`config.mk`:
```
export PLATFORM = sky130hd
export DESIGN_NAME = ddo_io_cell
export DESIGN_NICKNAME = d
export VERILOG_FILES = /design/src/hdl/ddo_fifo.v /design/src/hdl/ddo_io_cell.v
export VERILOG_INCLUDE_DIRS = /design/src /design/src/hdl
export SDC_FILE = /design/constraint.sdc
export NUM_CORES = 1
export LEC_CHECK = 0
export BUFFER_PORTS_ARGS = -buffer_cell sky130_fd_sc_hd__buf_2
export CORE_UTILIZATION = 39
export DETAILED_ROUTE_END_ITERATION = 6
export HOLD_SLACK_MARGIN = 0.02
export MAX_ROUTING_LAYER = met4
export SYNTH_ARGS = -nofsm -noshare
export SYNTH_HDL_FRONTEND = slang
export SYNTH_SLANG_ARGS = --single-unit
```
`constraint.sdc`:
```
create_clock -name pclk -period 7.7 [get_ports pclk]
set_input_delay 1.54 -clock pclk [delete_from_list [all_inputs] [get_ports pclk]]
set_output_delay 1.54 -clock pclk [all_outputs]
set_load 0.005 [all_outputs]
```
`src/hdl/ddo_defines.vh`:
```
// constants for the ddr output cell and read polarity logic
// assumes inclusion by bare name from the design files
`ifndef DDO_DEFINES_VH
`define DDO_DEFINES_VH

// apb byte offsets
`define DDO_OFS_CTRL 8'h00
`define DDO_OFS_TXDATA 8'h04
`define DDO_OFS_RDCMD 8'h08
`define DDO_OFS_STATUS 8'h0C
`define DDO_OFS_RDDATA 8'h10
`define DDO_OFS_DELAY 8'h14

// control register fields
`define DDO_CTRL_SDR 0
`define DDO_CTRL_LATCH 1
`define DDO_CTRL_GEARBOX 2
`define DDO_CTRL_PADOE 3
`define DDO_CTRL_RST 4'h1

// read command fields
`define DDO_RDCMD_ARM 0
`define DDO_RDCMD_END 1

// status register fields
`define DDO_ST_POL 0
`define DDO_ST_ARMED 1
`define DDO_ST_PREAMBLE 2
`define DDO_ST_NOTEMPTY 3
`define DDO_ST_FULL 4

// output word layout
`define DDO_W_NEG 0
`define DDO_W_POS 1
`define DDO_W_A1 2
`define DDO_W_B1 3
`define DDO_WORD_W 4
`define DDO_FIFO_DEPTH 16
`define DDO_FIFO_AW 4

// transfer delay: percent of the measured edge clock period
`define DDO_DELAY_PCT 16'd90
`define DDO_PCT_FULL 16'd100
`define DDO_PERIOD_MAX 8'hFF

`endif

```
`src/hdl/ddo_fifo.v`:
```
// fifo with registered read data for the output word stream
// assumes a single clock and an active low asynchronous reset
`timescale 1ns/1ps
`default_nettype none

module ddo_fifo #(
  parameter WIDTH = 4,
  parameter DEPTH = 16,
  parameter AW = 4
) (
  input wire clk, // clock
  input wire rst_n, // async reset, active low
  input wire in_valid, // write request
  input wire [WIDTH-1:0] in_data, // write data
  output wire in_ready, // space available
  output wire out_valid, // head word present
  output wire [WIDTH-1:0] out_data, // head word
  input wire out_ready // head word taken
);

  reg [WIDTH-1:0] mem [0:DEPTH-1];
  reg [AW-1:0] wr_ptr_ff;
  reg [AW-1:0] rd_ptr_ff;
  reg [AW:0] cnt_ff;
  reg out_valid_ff;
  reg [WIDTH-1:0] out_data_ff;
  wire [31:0] cnt_wide = {{(31-AW){1'b0}}, cnt_ff};
  wire full = (cnt_wide == DEPTH);
  wire push = in_valid & ~full;
  wire load = (cnt_ff != {(AW+1){1'b0}}) & (~out_valid_ff | out_ready);

  assign in_ready = ~full;
  assign out_valid = out_valid_ff;
  assign out_data = out_data_ff;

  always @(posedge clk) begin
    if (push) begin
      mem[wr_ptr_ff] <= in_data;
    end
  end

  always @(posedge clk or negedge rst_n) begin
    if (!rst_n) begin
      wr_ptr_ff <= {AW{1'b0}};
      rd_ptr_ff <= {AW{1'b0}};
      cnt_ff <= {(AW+1){1'b0}};
      out_valid_ff <= 1'b0;
      out_data_ff <= {WIDTH{1'b0}};
    end else begin
      if (push) begin
        wr_ptr_ff <= wr_ptr_ff + 1'b1;
      end
      if (load) begin
        rd_ptr_ff <= rd_ptr_ff + 1'b1;
        out_data_ff <= mem[rd_ptr_ff];
        out_valid_ff <= 1'b1;
      end else if (out_ready) begin
        out_valid_ff <= 1'b0;
      end
      if (push & ~load) begin
        cnt_ff <= cnt_ff + 1'b1;
      end else if (load & ~push) begin
        cnt_ff <= cnt_ff - 1'b1;
      end
    end
  end

endmodule // ddo_fifo

`default_nettype wire

```
`src/hdl/ddo_io_cell.v`:
```
// ddr/sdr output cell with read strobe polarity control, apb registers
// assumes pclk at 10 MHz; edge clock, strobe and read data are async pins
//
// Summary of operation
// - single rate: negative-phase data passes one storage element to the pad
// - single rate storage element works as flip-flop or as level latch
// - double rate: both phases are registered on edge clock rising edge
// - double rate: registered positive phase is latched in following phase
// - a mux on the same clock alternates the stored phases onto the pad
// - each output cell has single rate registers plus the extra ddr latch
// - gearbox mode serialises four parallel streams onto the pad
// - a polarity signal picks the clock edge for strobe-to-system transfer
// - the polarity does not change the strobe edges that capture read data
// - polarity is evaluated anew at the start of every read cycle
// - detection of strobe high-to-low at preamble sets the polarity
// - shared delay shifts the edge clock by 90 percent of its period
`include "ddo_defines.vh"
`timescale 1ns/1ps
`default_nettype none

module ddo_io_cell (
  input wire pclk, // system clock
  input wire presetn, // async reset, active low
  input wire psel, // apb select
  input wire penable, // apb enable
  input wire pwrite, // apb direction
  input wire [7:0] paddr, // apb byte address
  input wire [31:0] pwdata, // apb write data
  output wire [31:0] prdata, // apb read data
  output wire pready, // apb ready
  output wire pslverr, // apb error, unmapped address
  input wire edge_clock_first, // edge clock pin
  input wire strobe_in, // read strobe pin level
  input wire read_data_in, // read data pin
  output wire pad_output_data, // pad output
  output wire pad_output_enable, // pad driver enable
  output wire sync_clock_polarity_select, // read transfer polarity
  output wire strobe_transfer_delay // delayed edge clock
);

  // synchronisers
  reg [1:0] eclk_sync_ff;
  reg [1:0] stb_sync_ff;
  reg [1:0] dq_sync_ff;
  reg eclk_prev_ff;
  reg stb_prev_ff;
  wire eclk_s = eclk_sync_ff[1];
  wire stb_s = stb_sync_ff[1];
  wire dq_s = dq_sync_ff[1];
  wire eclk_rise = eclk_s & ~eclk_prev_ff;
  wire eclk_fall = ~eclk_s & eclk_prev_ff;
  wire stb_rise = stb_s & ~stb_prev_ff;
  wire stb_fall = ~stb_s & stb_prev_ff;

  always @(posedge pclk or negedge presetn) begin
    if (!presetn) begin
      eclk_sync_ff <= 2'h0;
      stb_sync_ff <= 2'h3;
      dq_sync_ff <= 2'h0;
      eclk_prev_ff <= 1'b0;
      stb_prev_ff <= 1'b1;
    end else begin
      eclk_sync_ff <= {eclk_sync_ff[0], edge_clock_first};
      stb_sync_ff <= {stb_sync_ff[0], strobe_in};
      dq_sync_ff <= {dq_sync_ff[0], read_data_in};
      eclk_prev_ff <= eclk_s;
      stb_prev_ff <= stb_s;
    end
  end

  // apb slave
  reg [3:0] ctrl_ff;
  reg pready_ff;
  reg pslverr_ff;
  reg [31:0] prdata_ff;
  wire fifo_in_ready;
  wire fifo_out_valid;
  wire [`DDO_WORD_W-1:0] fifo_out_data;
  wire sel_ctrl = (paddr == `DDO_OFS_CTRL);
  wire sel_tx = (paddr == `DDO_OFS_TXDATA);
  wire sel_rdcmd = (paddr == `DDO_OFS_RDCMD);
  wire sel_status = (paddr == `DDO_OFS_STATUS);
  wire sel_rddata = (paddr == `DDO_OFS_RDDATA);
  wire sel_delay = (paddr == `DDO_OFS_DELAY);
  wire mapped = sel_ctrl | sel_tx | sel_rdcmd | sel_status | sel_rddata |
                sel_delay;
  wire acc_done = psel & penable & pready_ff;
  wire wr_done = acc_done & pwrite & mapped;
  wire tx_push = wr_done & sel_tx;
  wire tx_stall = pwrite & sel_tx & ~fifo_in_ready;
  wire rd_arm = wr_done & sel_rdcmd & pwdata[`DDO_RDCMD_ARM];
  wire rd_end = wr_done & sel_rdcmd & pwdata[`DDO_RDCMD_END];
  wire mode_sdr = ctrl_ff[`DDO_CTRL_SDR];
  wire mode_latch = ctrl_ff[`DDO_CTRL_LATCH];
  wire mode_gb = ctrl_ff[`DDO_CTRL_GEARBOX];

  // read-side state, declared here for the read mux
  reg pol_ff;
  reg rd_armed_ff;
  reg preamble_ff;
  reg [7:0] rd_data_ff;
  reg [7:0] period_ff;
  reg [7:0] delay_tgt_ff;

  reg [31:0] nxt_prdata;
  always @* begin
    nxt_prdata = 32'h0000_0000;
    if (sel_ctrl) begin
      nxt_prdata[3:0] = ctrl_ff;
    end else if (sel_status) begin
      nxt_prdata[`DDO_ST_POL] = pol_ff;
      nxt_prdata[`DDO_ST_ARMED] = rd_armed_ff;
      nxt_prdata[`DDO_ST_PREAMBLE] = preamble_ff;
      nxt_prdata[`DDO_ST_NOTEMPTY] = fifo_out_valid;
      nxt_prdata[`DDO_ST_FULL] = ~fifo_in_ready;
    end else if (sel_rddata) begin
      nxt_prdata[7:0] = rd_data_ff;
    end else if (sel_delay) begin
      nxt_prdata[15:0] = {delay_tgt_ff, period_ff};
    end
  end

  always @(posedge pclk or negedge presetn) begin
    if (!presetn) begin
      ctrl_ff <= `DDO_CTRL_RST;
      pready_ff <= 1'b0;
      pslverr_ff <= 1'b0;
      prdata_ff <= 32'h0000_0000;
    end else begin
      // ready is held back while a data write finds the fifo full
      if (psel & penable & ~pready_ff & ~tx_stall) begin
        pready_ff <= 1'b1;
        pslverr_ff <= ~mapped;
        prdata_ff <= pwrite ? 32'h0000_0000 : nxt_prdata;
      end else begin
        pready_ff <= 1'b0;
        pslverr_ff <= 1'b0;
      end
      if (wr_done & sel_ctrl) begin
        ctrl_ff <= pwdata[3:0];
      end
    end
  end

  assign prdata = prdata_ff;
  assign pready = pready_ff;
  assign pslverr = pslverr_ff;

  // output word fifo, drained at edge clock pace
  reg [1:0] gb_ph_ff;
  wire pop_edge = mode_gb ? (eclk_rise & (gb_ph_ff == 2'h0)) :
                  (mode_sdr & mode_latch) ? eclk_fall : eclk_rise;
  wire pop = pop_edge & fifo_out_valid;

  ddo_fifo #(
    .WIDTH(`DDO_WORD_W),
    .DEPTH(`DDO_FIFO_DEPTH),
    .AW(`DDO_FIFO_AW)
  ) u_fifo (
    .clk(pclk),
    .rst_n(presetn),
    .in_valid(tx_push),
    .in_data(pwdata[`DDO_WORD_W-1:0]),
    .in_ready(fifo_in_ready),
    .out_valid(fifo_out_valid),
    .out_data(fifo_out_data),
    .out_ready(pop)
  );

  // output register block, one set per cell
  reg neg_reg_ff;
  reg pos_reg_ff;
  reg pos_latch_ff;
  reg sdr_store_ff;
  reg [`DDO_WORD_W-1:0] gb_word_ff;
  reg pad_ff;
  reg pad_oe_ff;
  reg nxt_pad;

  always @(posedge pclk or negedge presetn) begin
    if (!presetn) begin
      neg_reg_ff <= 1'b0;
      pos_reg_ff <= 1'b0;
      pos_latch_ff <= 1'b0;
      sdr_store_ff <= 1'b0;
      gb_word_ff <= {`DDO_WORD_W{1'b0}};
      gb_ph_ff <= 2'h0;
      pad_ff <= 1'b0;
      pad_oe_ff <= 1'b0;
    end else begin
      if (mode_sdr & ~mode_latch & pop) begin
        sdr_store_ff <= fifo_out_data[`DDO_W_NEG];
      end else if (mode_sdr & mode_latch & eclk_s & fifo_out_valid) begin
        sdr_store_ff <= fifo_out_data[`DDO_W_NEG];
      end
      if (~mode_sdr & ~mode_gb & pop) begin
        neg_reg_ff <= fifo_out_data[`DDO_W_NEG];
        pos_reg_ff <= fifo_out_data[`DDO_W_POS];
      end
      if (~eclk_s) begin
        pos_latch_ff <= pos_reg_ff;
      end
      if (mode_gb & (eclk_rise | (eclk_fall & (gb_ph_ff != 2'h0)))) begin
        gb_ph_ff <= gb_ph_ff + 2'h1;
      end else if (~mode_gb) begin
        gb_ph_ff <= 2'h0;
      end
      if (pop & mode_gb) begin
        gb_word_ff <= fifo_out_data;
      end
      pad_ff <= nxt_pad;
      pad_oe_ff <= ctrl_ff[`DDO_CTRL_PADOE];
    end
  end

  always @* begin
    nxt_pad = pad_ff;
    if (mode_gb) begin
      case (gb_ph_ff)
        2'h1: nxt_pad = gb_word_ff[`DDO_W_NEG];
        2'h2: nxt_pad = gb_word_ff[`DDO_W_POS];
        2'h3: nxt_pad = gb_word_ff[`DDO_W_A1];
        2'h0: nxt_pad = gb_word_ff[`DDO_W_B1];
        default: nxt_pad = 1'b0;
      endcase
    end else if (mode_sdr) begin
      nxt_pad = sdr_store_ff;
    end else begin
      nxt_pad = eclk_s ? neg_reg_ff : pos_latch_ff;
    end
  end

  assign pad_output_data = pad_ff;
  assign pad_output_enable = pad_oe_ff;

  // shared transfer delay: measures the edge clock period and shifts it
  reg [7:0] period_cnt_ff;
  reg [7:0] dly_r_cnt_ff;
  reg [7:0] dly_f_cnt_ff;
  reg dly_clk_ff;
  reg dly_prev_ff;
  wire [15:0] dly_prod = {8'h00, period_ff} * `DDO_DELAY_PCT;
  wire [15:0] dly_quot = dly_prod / `DDO_PCT_FULL;
  wire [7:0] dly_calc = (dly_quot[7:0] == 8'h00) ? 8'h01 : dly_quot[7:0];

  always @(posedge pclk or negedge presetn) begin
    if (!presetn) begin
      period_cnt_ff <= 8'h00;
      period_ff <= 8'h00;
      delay_tgt_ff <= 8'h01;
      dly_r_cnt_ff <= 8'h00;
      dly_f_cnt_ff <= 8'h00;
      dly_clk_ff <= 1'b0;
      dly_prev_ff <= 1'b0;
    end else begin
      dly_prev_ff <= dly_clk_ff;
      if (eclk_rise) begin
        period_cnt_ff <= 8'h01;
        period_ff <= period_cnt_ff;
      end else if (period_cnt_ff != `DDO_PERIOD_MAX) begin
        period_cnt_ff <= period_cnt_ff + 8'h01;
      end
      delay_tgt_ff <= dly_calc;
      if (eclk_rise) begin
        dly_r_cnt_ff <= 8'h01;
      end else if (dly_r_cnt_ff != 8'h00) begin
        if (dly_r_cnt_ff == delay_tgt_ff) begin
          dly_r_cnt_ff <= 8'h00;
          dly_clk_ff <= 1'b1;
        end else begin
          dly_r_cnt_ff <= dly_r_cnt_ff + 8'h01;
        end
      end
      if (eclk_fall) begin
        dly_f_cnt_ff <= 8'h01;
      end else if (dly_f_cnt_ff != 8'h00) begin
        if (dly_f_cnt_ff == delay_tgt_ff) begin
          dly_f_cnt_ff <= 8'h00;
          dly_clk_ff <= 1'b0;
        end else begin
          dly_f_cnt_ff <= dly_f_cnt_ff + 8'h01;
        end
      end
    end
  end

  assign strobe_transfer_delay = dly_clk_ff;

  // read side: preamble detection, polarity choice, data transfer
  reg cap_pos_ff;
  reg [1:0] pair_ff;
  reg pend_ff;
  // memory holds the strobe high by termination until the preamble
  wire preamble_evt = rd_armed_ff & stb_fall;
  wire dly_rise = dly_clk_ff & ~dly_prev_ff;
  wire dly_fall = ~dly_clk_ff & dly_prev_ff;
  wire xfer = pend_ff & (pol_ff ? dly_fall : dly_rise);

  always @(posedge pclk or negedge presetn) begin
    if (!presetn) begin
      pol_ff <= 1'b0;
      rd_armed_ff <= 1'b0;
      preamble_ff <= 1'b0;
      cap_pos_ff <= 1'b0;
      pair_ff <= 2'h0;
      pend_ff <= 1'b0;
      rd_data_ff <= 8'h00;
    end else begin
      if (rd_arm) begin
        rd_armed_ff <= 1'b1;
      end else if (preamble_evt) begin
        rd_armed_ff <= 1'b0;
      end
      // the preamble event wins over a software end of read
      if (preamble_evt) begin
        preamble_ff <= 1'b1;
        pol_ff <= dly_clk_ff;
      end else if (rd_end | rd_arm) begin
        preamble_ff <= 1'b0;
      end
      if (preamble_ff & stb_rise) begin
        cap_pos_ff <= dq_s;
      end
      if (preamble_ff & stb_fall) begin
        pair_ff <= {cap_pos_ff, dq_s};
        pend_ff <= 1'b1;
      end else if (xfer | rd_arm | rd_end) begin
        pend_ff <= 1'b0;
      end
      if (xfer) begin
        rd_data_ff <= {rd_data_ff[5:0], pair_ff};
      end
    end
  end

  assign sync_clock_polarity_select = pol_ff;

endmodule // ddo_io_cell

`default_nettype wire

```
After elaboration in Yosys (flattened, before gate mapping)
Memory sizes are Yosys's and may differ from the RTL's. A register that Yosys moved wholly into a read port is not among the register bits. Cells that the tools add are included. W data, S select, Z words.

Memory bits (writable): 64. Flip-flop bits (word level): 129. Logic and storage cells: 189. Memories: 1. Input port bits: 48.

$mul: 1. Bitwise gates (word level): 65. Div/mod/pow operators: 1. $add $sub $neg: 8. Eq/ne operators: 13. Muxes and demuxes: 48. Reduce and logical (&&, ||, !) cells: 17.

Memory list: u_fifo.mem (words 16, bits a word 4, read ports 1, clocked after memory_dff 1, write ports 1, RTL line ddo_fifo.v:21) `reg [WIDTH-1:0] mem [0:DEPTH-1];`.

Operator list (count): $mux W8 (11); $and A1 B1 Y1 (39); $mux W16 (2); $mux W1 (26); $add A8 B1 Y8 const B (3); $reduce_bool A2 Y1 (10); $div A15 B7 Y16 const B (1); $eq A8 B4 Y1 const B (2); $eq A8 B5 Y1 const B (2); $eq A8 B8 Y1 (2); $logic_not A8 Y1 (2); $not A1 Y1 (16); $reduce_bool A8 Y1 (2); $mux W5 (3); $mul A8 B6 Y14 const B (1); $mux W12 (1); $mux W11 (1); $or A1 B1 Y1 (10); $add A4 B1 Y4 const B (2); $eq A8 B3 Y1 const B (1); $ne A8 B8 Y1 const B (1); $add A5 B1 Y5 const B (1); $eq A5 B5 Y1 const B (1); $reduce_bool A5 Y1 (1); other kinds (10) (12).

Logic depth before layout (Yosys ltp)
Gate-level depths: netlist of the first run.

Depth after elaboration: 13. Depth in mapped cells: 29.

Cells and area by module
Synthesis of the first run repeated with hierarchy kept, for this count alone.

Cells, all modules: 985. Area, all modules: 10647.7 µm².

Modules (own cells, without submodules): ddo_io_cell (times used 1, area an instance 7190.6 µm², cells each 781); ddo_fifo (times used 1, area an instance 3457.1 µm², cells each 204).

Worst setup path after synthesis of the first run
Ideal clock, no wire load.

Path type: flip-flop to flip-flop. Start point: register period_ff[3]. End point: register delay_tgt_ff[0]. Arrival time: 7092 ps. Path slack: 533 ps. Setup time: 75 ps. Cell stages (with the launch flop): 27. Clock period less this slack: 7167 ps. Cells stage by stage: dfrtp_1 -> ha_1 -> fa_1 -> inv_1 -> fa_1 -> inv_1 -> ha_1 -> o211ai_2 -> o211a_1 -> o211a_1 -> or3_4 -> a221o_1 -> a21boi_1 -> nand3_1 -> xnor2_2 -> o31ai_4 -> mux2i_1 -> a2111oi_2 -> or3_4 -> a211o_4 -> a21oi_2 -> nand2b_1 -> mux2_1 -> mux2_2 -> o31a_1 -> a21bo_1 -> o211ai_2.

Word-level cells in the longest chain between the ends: 4.

RTL lines: start: declaration (RTL line ddo_io_cell.v:102) `reg [7:0] period_ff;`; start signal: assignment (RTL line ddo_io_cell.v:259) `period_ff <= period_cnt_ff;`; $mul A8 B6 Y14 (no line) (*); $div A15 B7 Y16 (no line) (*); $logic_not A8 Y1 (RTL line ddo_io_cell.v:244) `wire [7:0] dly_calc = (dly_quot[7:0] == 8'h00) ? 8'h01 : dly_quot[7:0];`; $mux W8 (*) (RTL line ddo_io_cell.v:244); via dly_calc[0] (RTL line ddo_io_cell.v:244); end signal: assignment (RTL line ddo_io_cell.v:263) `delay_tgt_ff <= dly_calc;`; end: declaration (RTL line ddo_io_cell.v:103) `reg [7:0] delay_tgt_ff;`.

The timed path passes the listed nets; every way through them passes the cells marked *. A chain may end at the register's enable or synchronous reset.

Worst setup path after layout of the first run
Start point: register period_ff[5]. End point: register delay_tgt_ff[0].

Same word-level chain as after synthesis.

==> impl_metrics.ini, run 1 <==
[layout]
register_area_um2 = 4857
multi_input_area_um2 = 5418
antenna_cells = 0
postLayoutCoreUtil = 0.4555
n_fill_cell = 2393
area_delta_synth_final_pct = 14.10
fin_cells = 1351
drive_above_1_share = 0.2234
design_area_um2 = 11940
num-nets-final = 1105

[floorplan]
die_area_um2 = 27480
pin_count = 86
start_util = 0.3992
die_x_um = 165.8
die_h_um = 165.8
rows = 59
core_um2 = 26210

[clocking]
clk_pin_slew_ns = 0.09
cts_buffer_depth = 2
cts_tree = yes
htree_levels = 4
numCtsBuffers = 17
clock_latency_ns = 0.43
cts_root_buf = clkbuf_16
cts.sinks = 181

[flow_run]
cap_violations = 0

[power_and_ir_drop]
leakagePower_nw = 5.081
power_frac_clock = 0.182
p_seq_frac = 0.261
comb_power_share = 0.557
power.density_nw_per_um2 = 425.0
power_mw = 5.073
p_sw_mw = 2.187
vdd_drop_max_mv = 0.2646
internal_power_mw = 2.886
swShare = 0.4312

[route]
routedWlPerCell_um = 16.25
drt.antenna.violating_nets = 0
num_vias = 7250
routed_wl_um = 21950
via_per_inst = 5.366
drt-initial-drc-count = 425
drc_errors = 8
drt_pass1_iterations = 7

[timing]
timing.hold.ws_ns = 0.3528
max-slew-margin-rel = 0.2382
skew_ns = 0.01658
slew_violations = 0
min_period_ns = 7.443
period_share = 0.9666
tightest_slew_ns = 1.143
fin_ws_ns = 0.2572
fmax_mhz = 134.4
setup_viol = 0
hold_violations = 0
fin_tns_setup_ns = 0

[grt]
grt_pass1_vias = 6857
grt_pass1_wl_um = 35730
antenna_found_initial = 0
grt_usage = 0.1664
grt_remaining_overflow = 0
grt_max_degree = 76

[synthesis]
synth_seq_area_share = 0.4642
synth_warnings = 0
synth_flop_cell = dfrtp_1
synthArstFlopShare = 0.6464
synth_edf_count = 64
ys_types = 98
synth_cells = 951
syn_area_per_cell_um2 = 11.00
ys_seq_elements = 181
synth_area_um2 = 10460

[placement]
placed_cell_area_um2 = 11060
dp_hpwl_um = 15890
dp_slack_ns = 0.09580
port_buffers = 41
place_inst = 1315
place.gp.congestion = 0.8605

[min_path]
whs_path_depth = 0
hp-start = dq_sync_ff[0]
worstHoldPathType = flop to flop
hold_end = dq_sync_ff[1]

[setup_path]
crit_fanout = 8
cp.buffers_inverters = 4
startpoint_type = flop
worstPathRequired_ns = 8.05
ff2ff_setup_slack_ns = 0.26
crit_family = compound AO/OA/AOI/OAI gates
r2r-end = delay_tgt_ff[0]
cp_common_cell = o211a_1
endpoint_kind = flop
cpPeakStageDelay_ns = 0.51
crit_type = flop to flop
crit_slowest_cell = fa_1
timing.rr.start = period_ff[5]
rr_worst_depth = 28
worst_ep_arrival_time_ns = 7.79

[run_status]
violations = DRC
outcome = finished, violations left
==> cells in the mapped netlist (9+ instances only) <==
library cell / count / area, um2
mux4_2: 20 / 450.4
xnor2_1: 26 / 227.7
and3_1: 10 / 62.56
xor2_1: 33 / 289.0
edfxtp_1: 64 / 1922
fa_1: 10 / 200.2
nand3_1: 21 / 105.1
nor2_1: 57 / 214.0
clkbuf_1: 25 / 93.84
ha_1: 44 / 550.5
a31oi_1: 9 / 56.30
inv_1: 48 / 180.2
mux2_2: 30 / 337.8
nor2b_1: 9 / 56.30
buf_4: 16 / 120.1
a21oi_1: 27 / 135.1
o21ai_0: 41 / 205.2
o21ai_1: 9 / 45.04
nand2_1: 117 / 439.2
nor3_1: 20 / 100.1
dfrtp_1: 112 / 2803
==> logic make-up after synthesis <==
kind of cell / share of synthesized area
compound gates: 0.1428
other cells: 0.0003585
mux: 0.08755
fa+ha+maj: 0.07272
buf+inv: 0.04246
simple gates: 0.1374
flops: 0.4642
xor+xnor: 0.05251
==> power groups by stage <==
stage | clock [mW] | combinational (mW) | sequential, mW
after floorplan | 0 | 2.17 | 1.24
after global placement | 0 | 2.60 | 1.34
after detailed placement | 0 | 2.64 | 1.35
after CTS | 0.943 | 2.65 | 1.33
after global routing | 0.985 | 3.13 | 1.35
final | 0.926 | 2.83 | 1.32
==> worst register-to-register path, delay by kind of cell (launching register included) <==
family / cells / cell delay (ns)
multiplexers: 3 / 0.75
flip-flops: 1 / 0.45
buffers and inverters: 4 / 0.44
AO/OA/AOI/OAI: 13 / 3.01
adder cells (fa/ha/maj): 4 / 1.71
XOR/XNOR: 1 / 0.19
AND/OR/NAND/NOR: 3 / 0.78
==> cells in the final DEF (no fill, tap or decap), types with 6 or more instances in the layout <==
master | synthesis | layout
nor3_1 | 20 | 18
clkbuf_16 | 0 | 17
xnor2_1 | 26 | 25
a31oi_1 | 9 | 8
nand4_1 | 6 | 6
a22o_1 | 7 | 7
and2_1 | 7 | 6
o211a_1 | 8 | 8
mux2i_1 | 8 | 7
nor4_1 | 8 | 8
o21ai_0 | 41 | 41
conb_1 | 1 | 16
edfxtp_1 | 64 | 64
inv_1 | 48 | 48
xor2_1 | 33 | 33
a211oi_1 | 8 | 8
nand3_1 | 21 | 20
a21oi_1 | 27 | 26
ha_1 | 44 | 42
dfrtp_1 | 112 | 111
nor2b_1 | 9 | 8
buf_4 | 16 | 28
a21o_1 | 7 | 6
and3_1 | 10 | 10
nand2b_1 | 8 | 8
mux4_2 | 20 | 20
nor2_1 | 57 | 57
nand2_1 | 117 | 115
buf_2 | 3 | 40
mux2_2 | 30 | 30
fa_1 | 10 | 10
==> area by class of cell <==
| class | instances | area share |
|---|---|---|
| Clock inverter | 15 | 0.01866 |
| Tap cell | 335 | 0.03512 |
| Timing Repair Buffer | 68 | 0.03438 |
| Inverter | 49 | 0.01541 |
| Clock buffer | 17 | 0.03564 |
| Sequential cell | 181 | 0.4069 |
| Multi-Input combinational cell | 686 | 0.4539 |
==> what timing repair did <==
action / 4_1_cts / 5_1_grt
hold buffers: 0 / 0
buffers inserted: 0 / 4
setup endpoints to repair: 0 / 2
resized for setup: 0 / 39
==> registers in the layout, indices dropped and copies added, names as in the netlist, 2 cells and up <==
register,flops
period_cnt_ff,8
u_fifo.wr_ptr_ff,4
rd_data_ff,8
u_fifo.mem,64
u_fifo.out_data,4
dq_sync_ff,2
delay_tgt_ff,8
prdata,16
dly_r_cnt_ff,8
eclk_sync_ff,2
period_ff,8
u_fifo.cnt_ff,5
dly_f_cnt_ff,8
pair_ff,2
ctrl_ff,4
stb_sync_ff,2
gb_word_ff,4
u_fifo.rd_ptr_ff,4
gb_ph_ff,2
==> how the worst max path moves through the flow <==
stage / cells past startpoint / slack (ns) / startpoint / to
after floorplan: 26 / 0.53 / period_ff[3] / delay_tgt_ff[0]
after global placement: 28 / 0.15 / period_ff[2] / delay_tgt_ff[0]
after detailed placement: 28 / 0.1 / period_ff[2] / delay_tgt_ff[0]
after CTS: 28 / 0.06 / period_ff[2] / delay_tgt_ff[0]
after global routing: 28 / -0.02 / period_ff[5] / delay_tgt_ff[0]
final: 28 / 0.26 / period_ff[5] / delay_tgt_ff[0]
==> routing by layer <==
| layer | vias up | wire length [um] | track usage |
|---|---|---|---|
| met5 | - | 0 | - |
| met1 | 3545 | 10730 | 0.2303 |
| li1 | 3545 | - | - |
| met2 | 144 | 10210 | 0.2541 |
| met4 | 0 | 214 | 0.04307 |
| met3 | 16 | 802 | 0.02788 |
(Power assumes the default switching activity.)
==> inputs of run 2 (changes only) <==
--- a/config.mk
+++ b/config.mk
@@ -10,7 +10,6 @@
 export CORE_UTILIZATION = 39
 export DETAILED_ROUTE_END_ITERATION = 6
 export HOLD_SLACK_MARGIN = 0.02
-export MAX_ROUTING_LAYER = met4
 export SYNTH_ARGS = -nofsm -noshare
 export SYNTH_HDL_FRONTEND = slang
 export SYNTH_SLANG_ARGS = --single-unit
==> constraint.sdc (replaced) <==
create_clock -name pclk -period 6.89 [get_ports pclk]
set_input_delay 1.378 -clock pclk [delete_from_list [all_inputs] [get_ports pclk]]
set_output_delay 1.378 -clock pclk [all_outputs]
set_load 0.005 [all_outputs]
==> run 2 against run 1 <==
Cell area is 11% higher. Clock-buffer cell count unchanged. Power is 41% higher. Worst hold slack gained 0.0057 ns. Highest routed layer unchanged. Worst setup slack got worse by 0.39 ns. Critical path type unchanged. Utilization increased by 5.2 points. The flow finishes with violations (DRC, setup timing). Sequential power up 12%. Clock skew is essentially flat. Flip-flop and latch count unchanged. Die area is the same. Sequential share of layout area down 4.1 points. Critical endpoint unchanged. Non-clock buffer count grew 114.
==> impl_metrics.ini, run 2 (same netlist as run 1, synthesis figures left out) <==
[setup_path]
endpoint_kind = flop
cp_common_cell = buf_6
worstPathRequired_ns = 7.24
worst_ep_arrival_time_ns = 7.38
cpPeakStageDelay_ns = 0.49
crit_fanout = 5
crit_slowest_cell = fa_1
crit_type = flop to flop
startpoint_type = flop

[timing]
skew_ns = 0.01690
rsz0062_at_grt = true
min_period_ns = 7.023
fin_ws_ns = -0.1329
tightest_slew_ns = 1.173
period_share = 1.019
slew_violations = 0
fmax_mhz = 142.4
max-slew-margin-rel = 0.2163
hold_violations = 0
setup_viol = 1
fin_tns_setup_ns = -0.1329

[floorplan]
core_um2 = 26210
start_util = 0.3992
die_h_um = 165.8
rows = 59
die_x_um = 165.8
pin_count = 86
die_area_um2 = 27480

[route]
via_per_inst = 5.314
drt_pass1_iterations = 7
drc_errors = 7
num_vias = 7785
drt.antenna.violating_nets = 0
drt-initial-drc-count = 549
routed_wl_um = 23390
routedWlPerCell_um = 15.96

[run_status]
violations = DRC, setup timing
outcome = finished, violations left

[layout]
n_fill_cell = 2293
area_delta_synth_final_pct = 27.01
design_area_um2 = 13290
antenna_cells = 0
final_cell_mix = buf_4 (132), nand2_1 (113), dfrtp_1 (110)
largest_register_ff_count = 64
multi_input_area_um2 = 5863
num-nets-final = 1219
register_area_um2 = 4858
max_flop_register = u_fifo.mem
drive_above_1_share = 0.3496
fin_cells = 1465
layout_commonest_cell = buf_4

[placement]
placed_cell_area_um2 = 11890
place.gp.congestion = 0.8014
place_inst = 1411
dp_hpwl_um = 16980
port_buffers = 41

[power_and_ir_drop]
power.density_nw_per_um2 = 537.9
power_mw = 7.147
leakagePower_nw = 5.675
vdd_drop_max_mv = 0.3248

[grt]
grt_remaining_overflow = 0
grt_max_degree = 67
grt_pass1_vias = 7404
antenna_found_initial = 0
grt_usage = 0.1725
grt_pass1_wl_um = 38030

[flow_run]
cap_violations = 0

[min_path]
worstHoldPathType = flop to flop

[clocking]
cts.sinks = 181
cts_tree = yes
cts_buffer_depth = 2
clock_latency_ns = 0.44
numCtsBuffers = 17
htree_levels = 4
ctsHoldBuffers = 0
clk_pin_slew_ns = 0.08
cts_root_buf = clkbuf_16
==> run 2: cell count changes in the layout (fill, tap and decap cells not counted), moves of 4 or more <==
cell / change
inv_2: +8
buf_4: +104
nor3_2: +4
ha_4: +10
buf_6: +7
nor3_1: -4
inv_1: -8
ha_1: -10
==> run 2: timing repair <==
action / 4_1_cts / 5_1_grt
gates cloned: 0 / 1
setup endpoints to repair: 2 / 3
gates resized for setup: 61 / 45
setup buffers: 12 / 11
pin swaps: 37 / 46
==> run 2: power by group <==
group          total (mW)  internal (mW)  switching (mW)
sequential           1.48           1.27           0.211
clock               0.999          0.504           0.495
combinational        4.66           2.41            2.25
==> run 2: metal layers <==
layer / GRT usage / vias to the layer above / part of all wire / routed length (um)
li1: - / 3789 / - / -
met1: 0.2526 / 3839 / 0.49 / 11380
met2: 0.2669 / 144 / 0.47 / 10960
met3: 0.03027 / 13 / 0.036 / 851
met4: 0.03820 / 0 / 0.0083 / 193
met5: 0 / - / 0 / 0
==> run 2: area by class of cell <==
| type | count | area share |
|---|---|---|
| tap | 335 | 0.03155 |
| clock buffer | 17 | 0.03202 |
| multi-input combinational | 686 | 0.4413 |
| sequential | 181 | 0.3657 |
| clock inverter | 15 | 0.01554 |
| inverter | 49 | 0.01384 |
| timing repair buffer | 182 | 0.1001 |
==> run 2: metrics by stage <==
stage | utilization | hold WS [ns] | setup slack, ns
global route | 0.5070 | 0.3612 | -0.4133
detailed placement | 0.4535 | 0.3358 | -0.4053
CTS | 0.4939 | 0.3579 | -0.1553
global placement | 0.4535 | 0.3333 | -0.3522
floorplan | - | 0.3312 | 0.0002842
finish | 0.5070 | 0.3585 | -0.1329
==> run 2: final timing paths <==
path / start / end / slack, ns / cells past startpoint
worst max-delay path: period_ff[2] / delay_tgt_ff[0] / -0.13 / 33
worst min-delay path: stb_sync_ff[0] / stb_sync_ff[1] / 0.36 / 0
worst max register to register: period_ff[2] / delay_tgt_ff[0] / -0.13 / 33
worst min register to register: stb_sync_ff[0] / stb_sync_ff[1] / 0.36 / 0
max in group asynchronous: presetn / period_cnt_ff[6] / 4.63 / 2
min in group asynchronous: presetn / u_fifo.wr_ptr_ff[2] / 0.96 / 1
==> run 2: critical path: cells and delay by family, from the launching register on <==
kind	cells	cell delay, ns
AO/OA/AOI/OAI	14	2.90
XOR/XNOR	1	0.16
adder cells (fa/ha/maj)	4	1.12
buffers and inverters	8	0.98
flip-flops	1	0.43
multiplexers	1	0.19
AND/OR/NAND/NOR	5	1.18
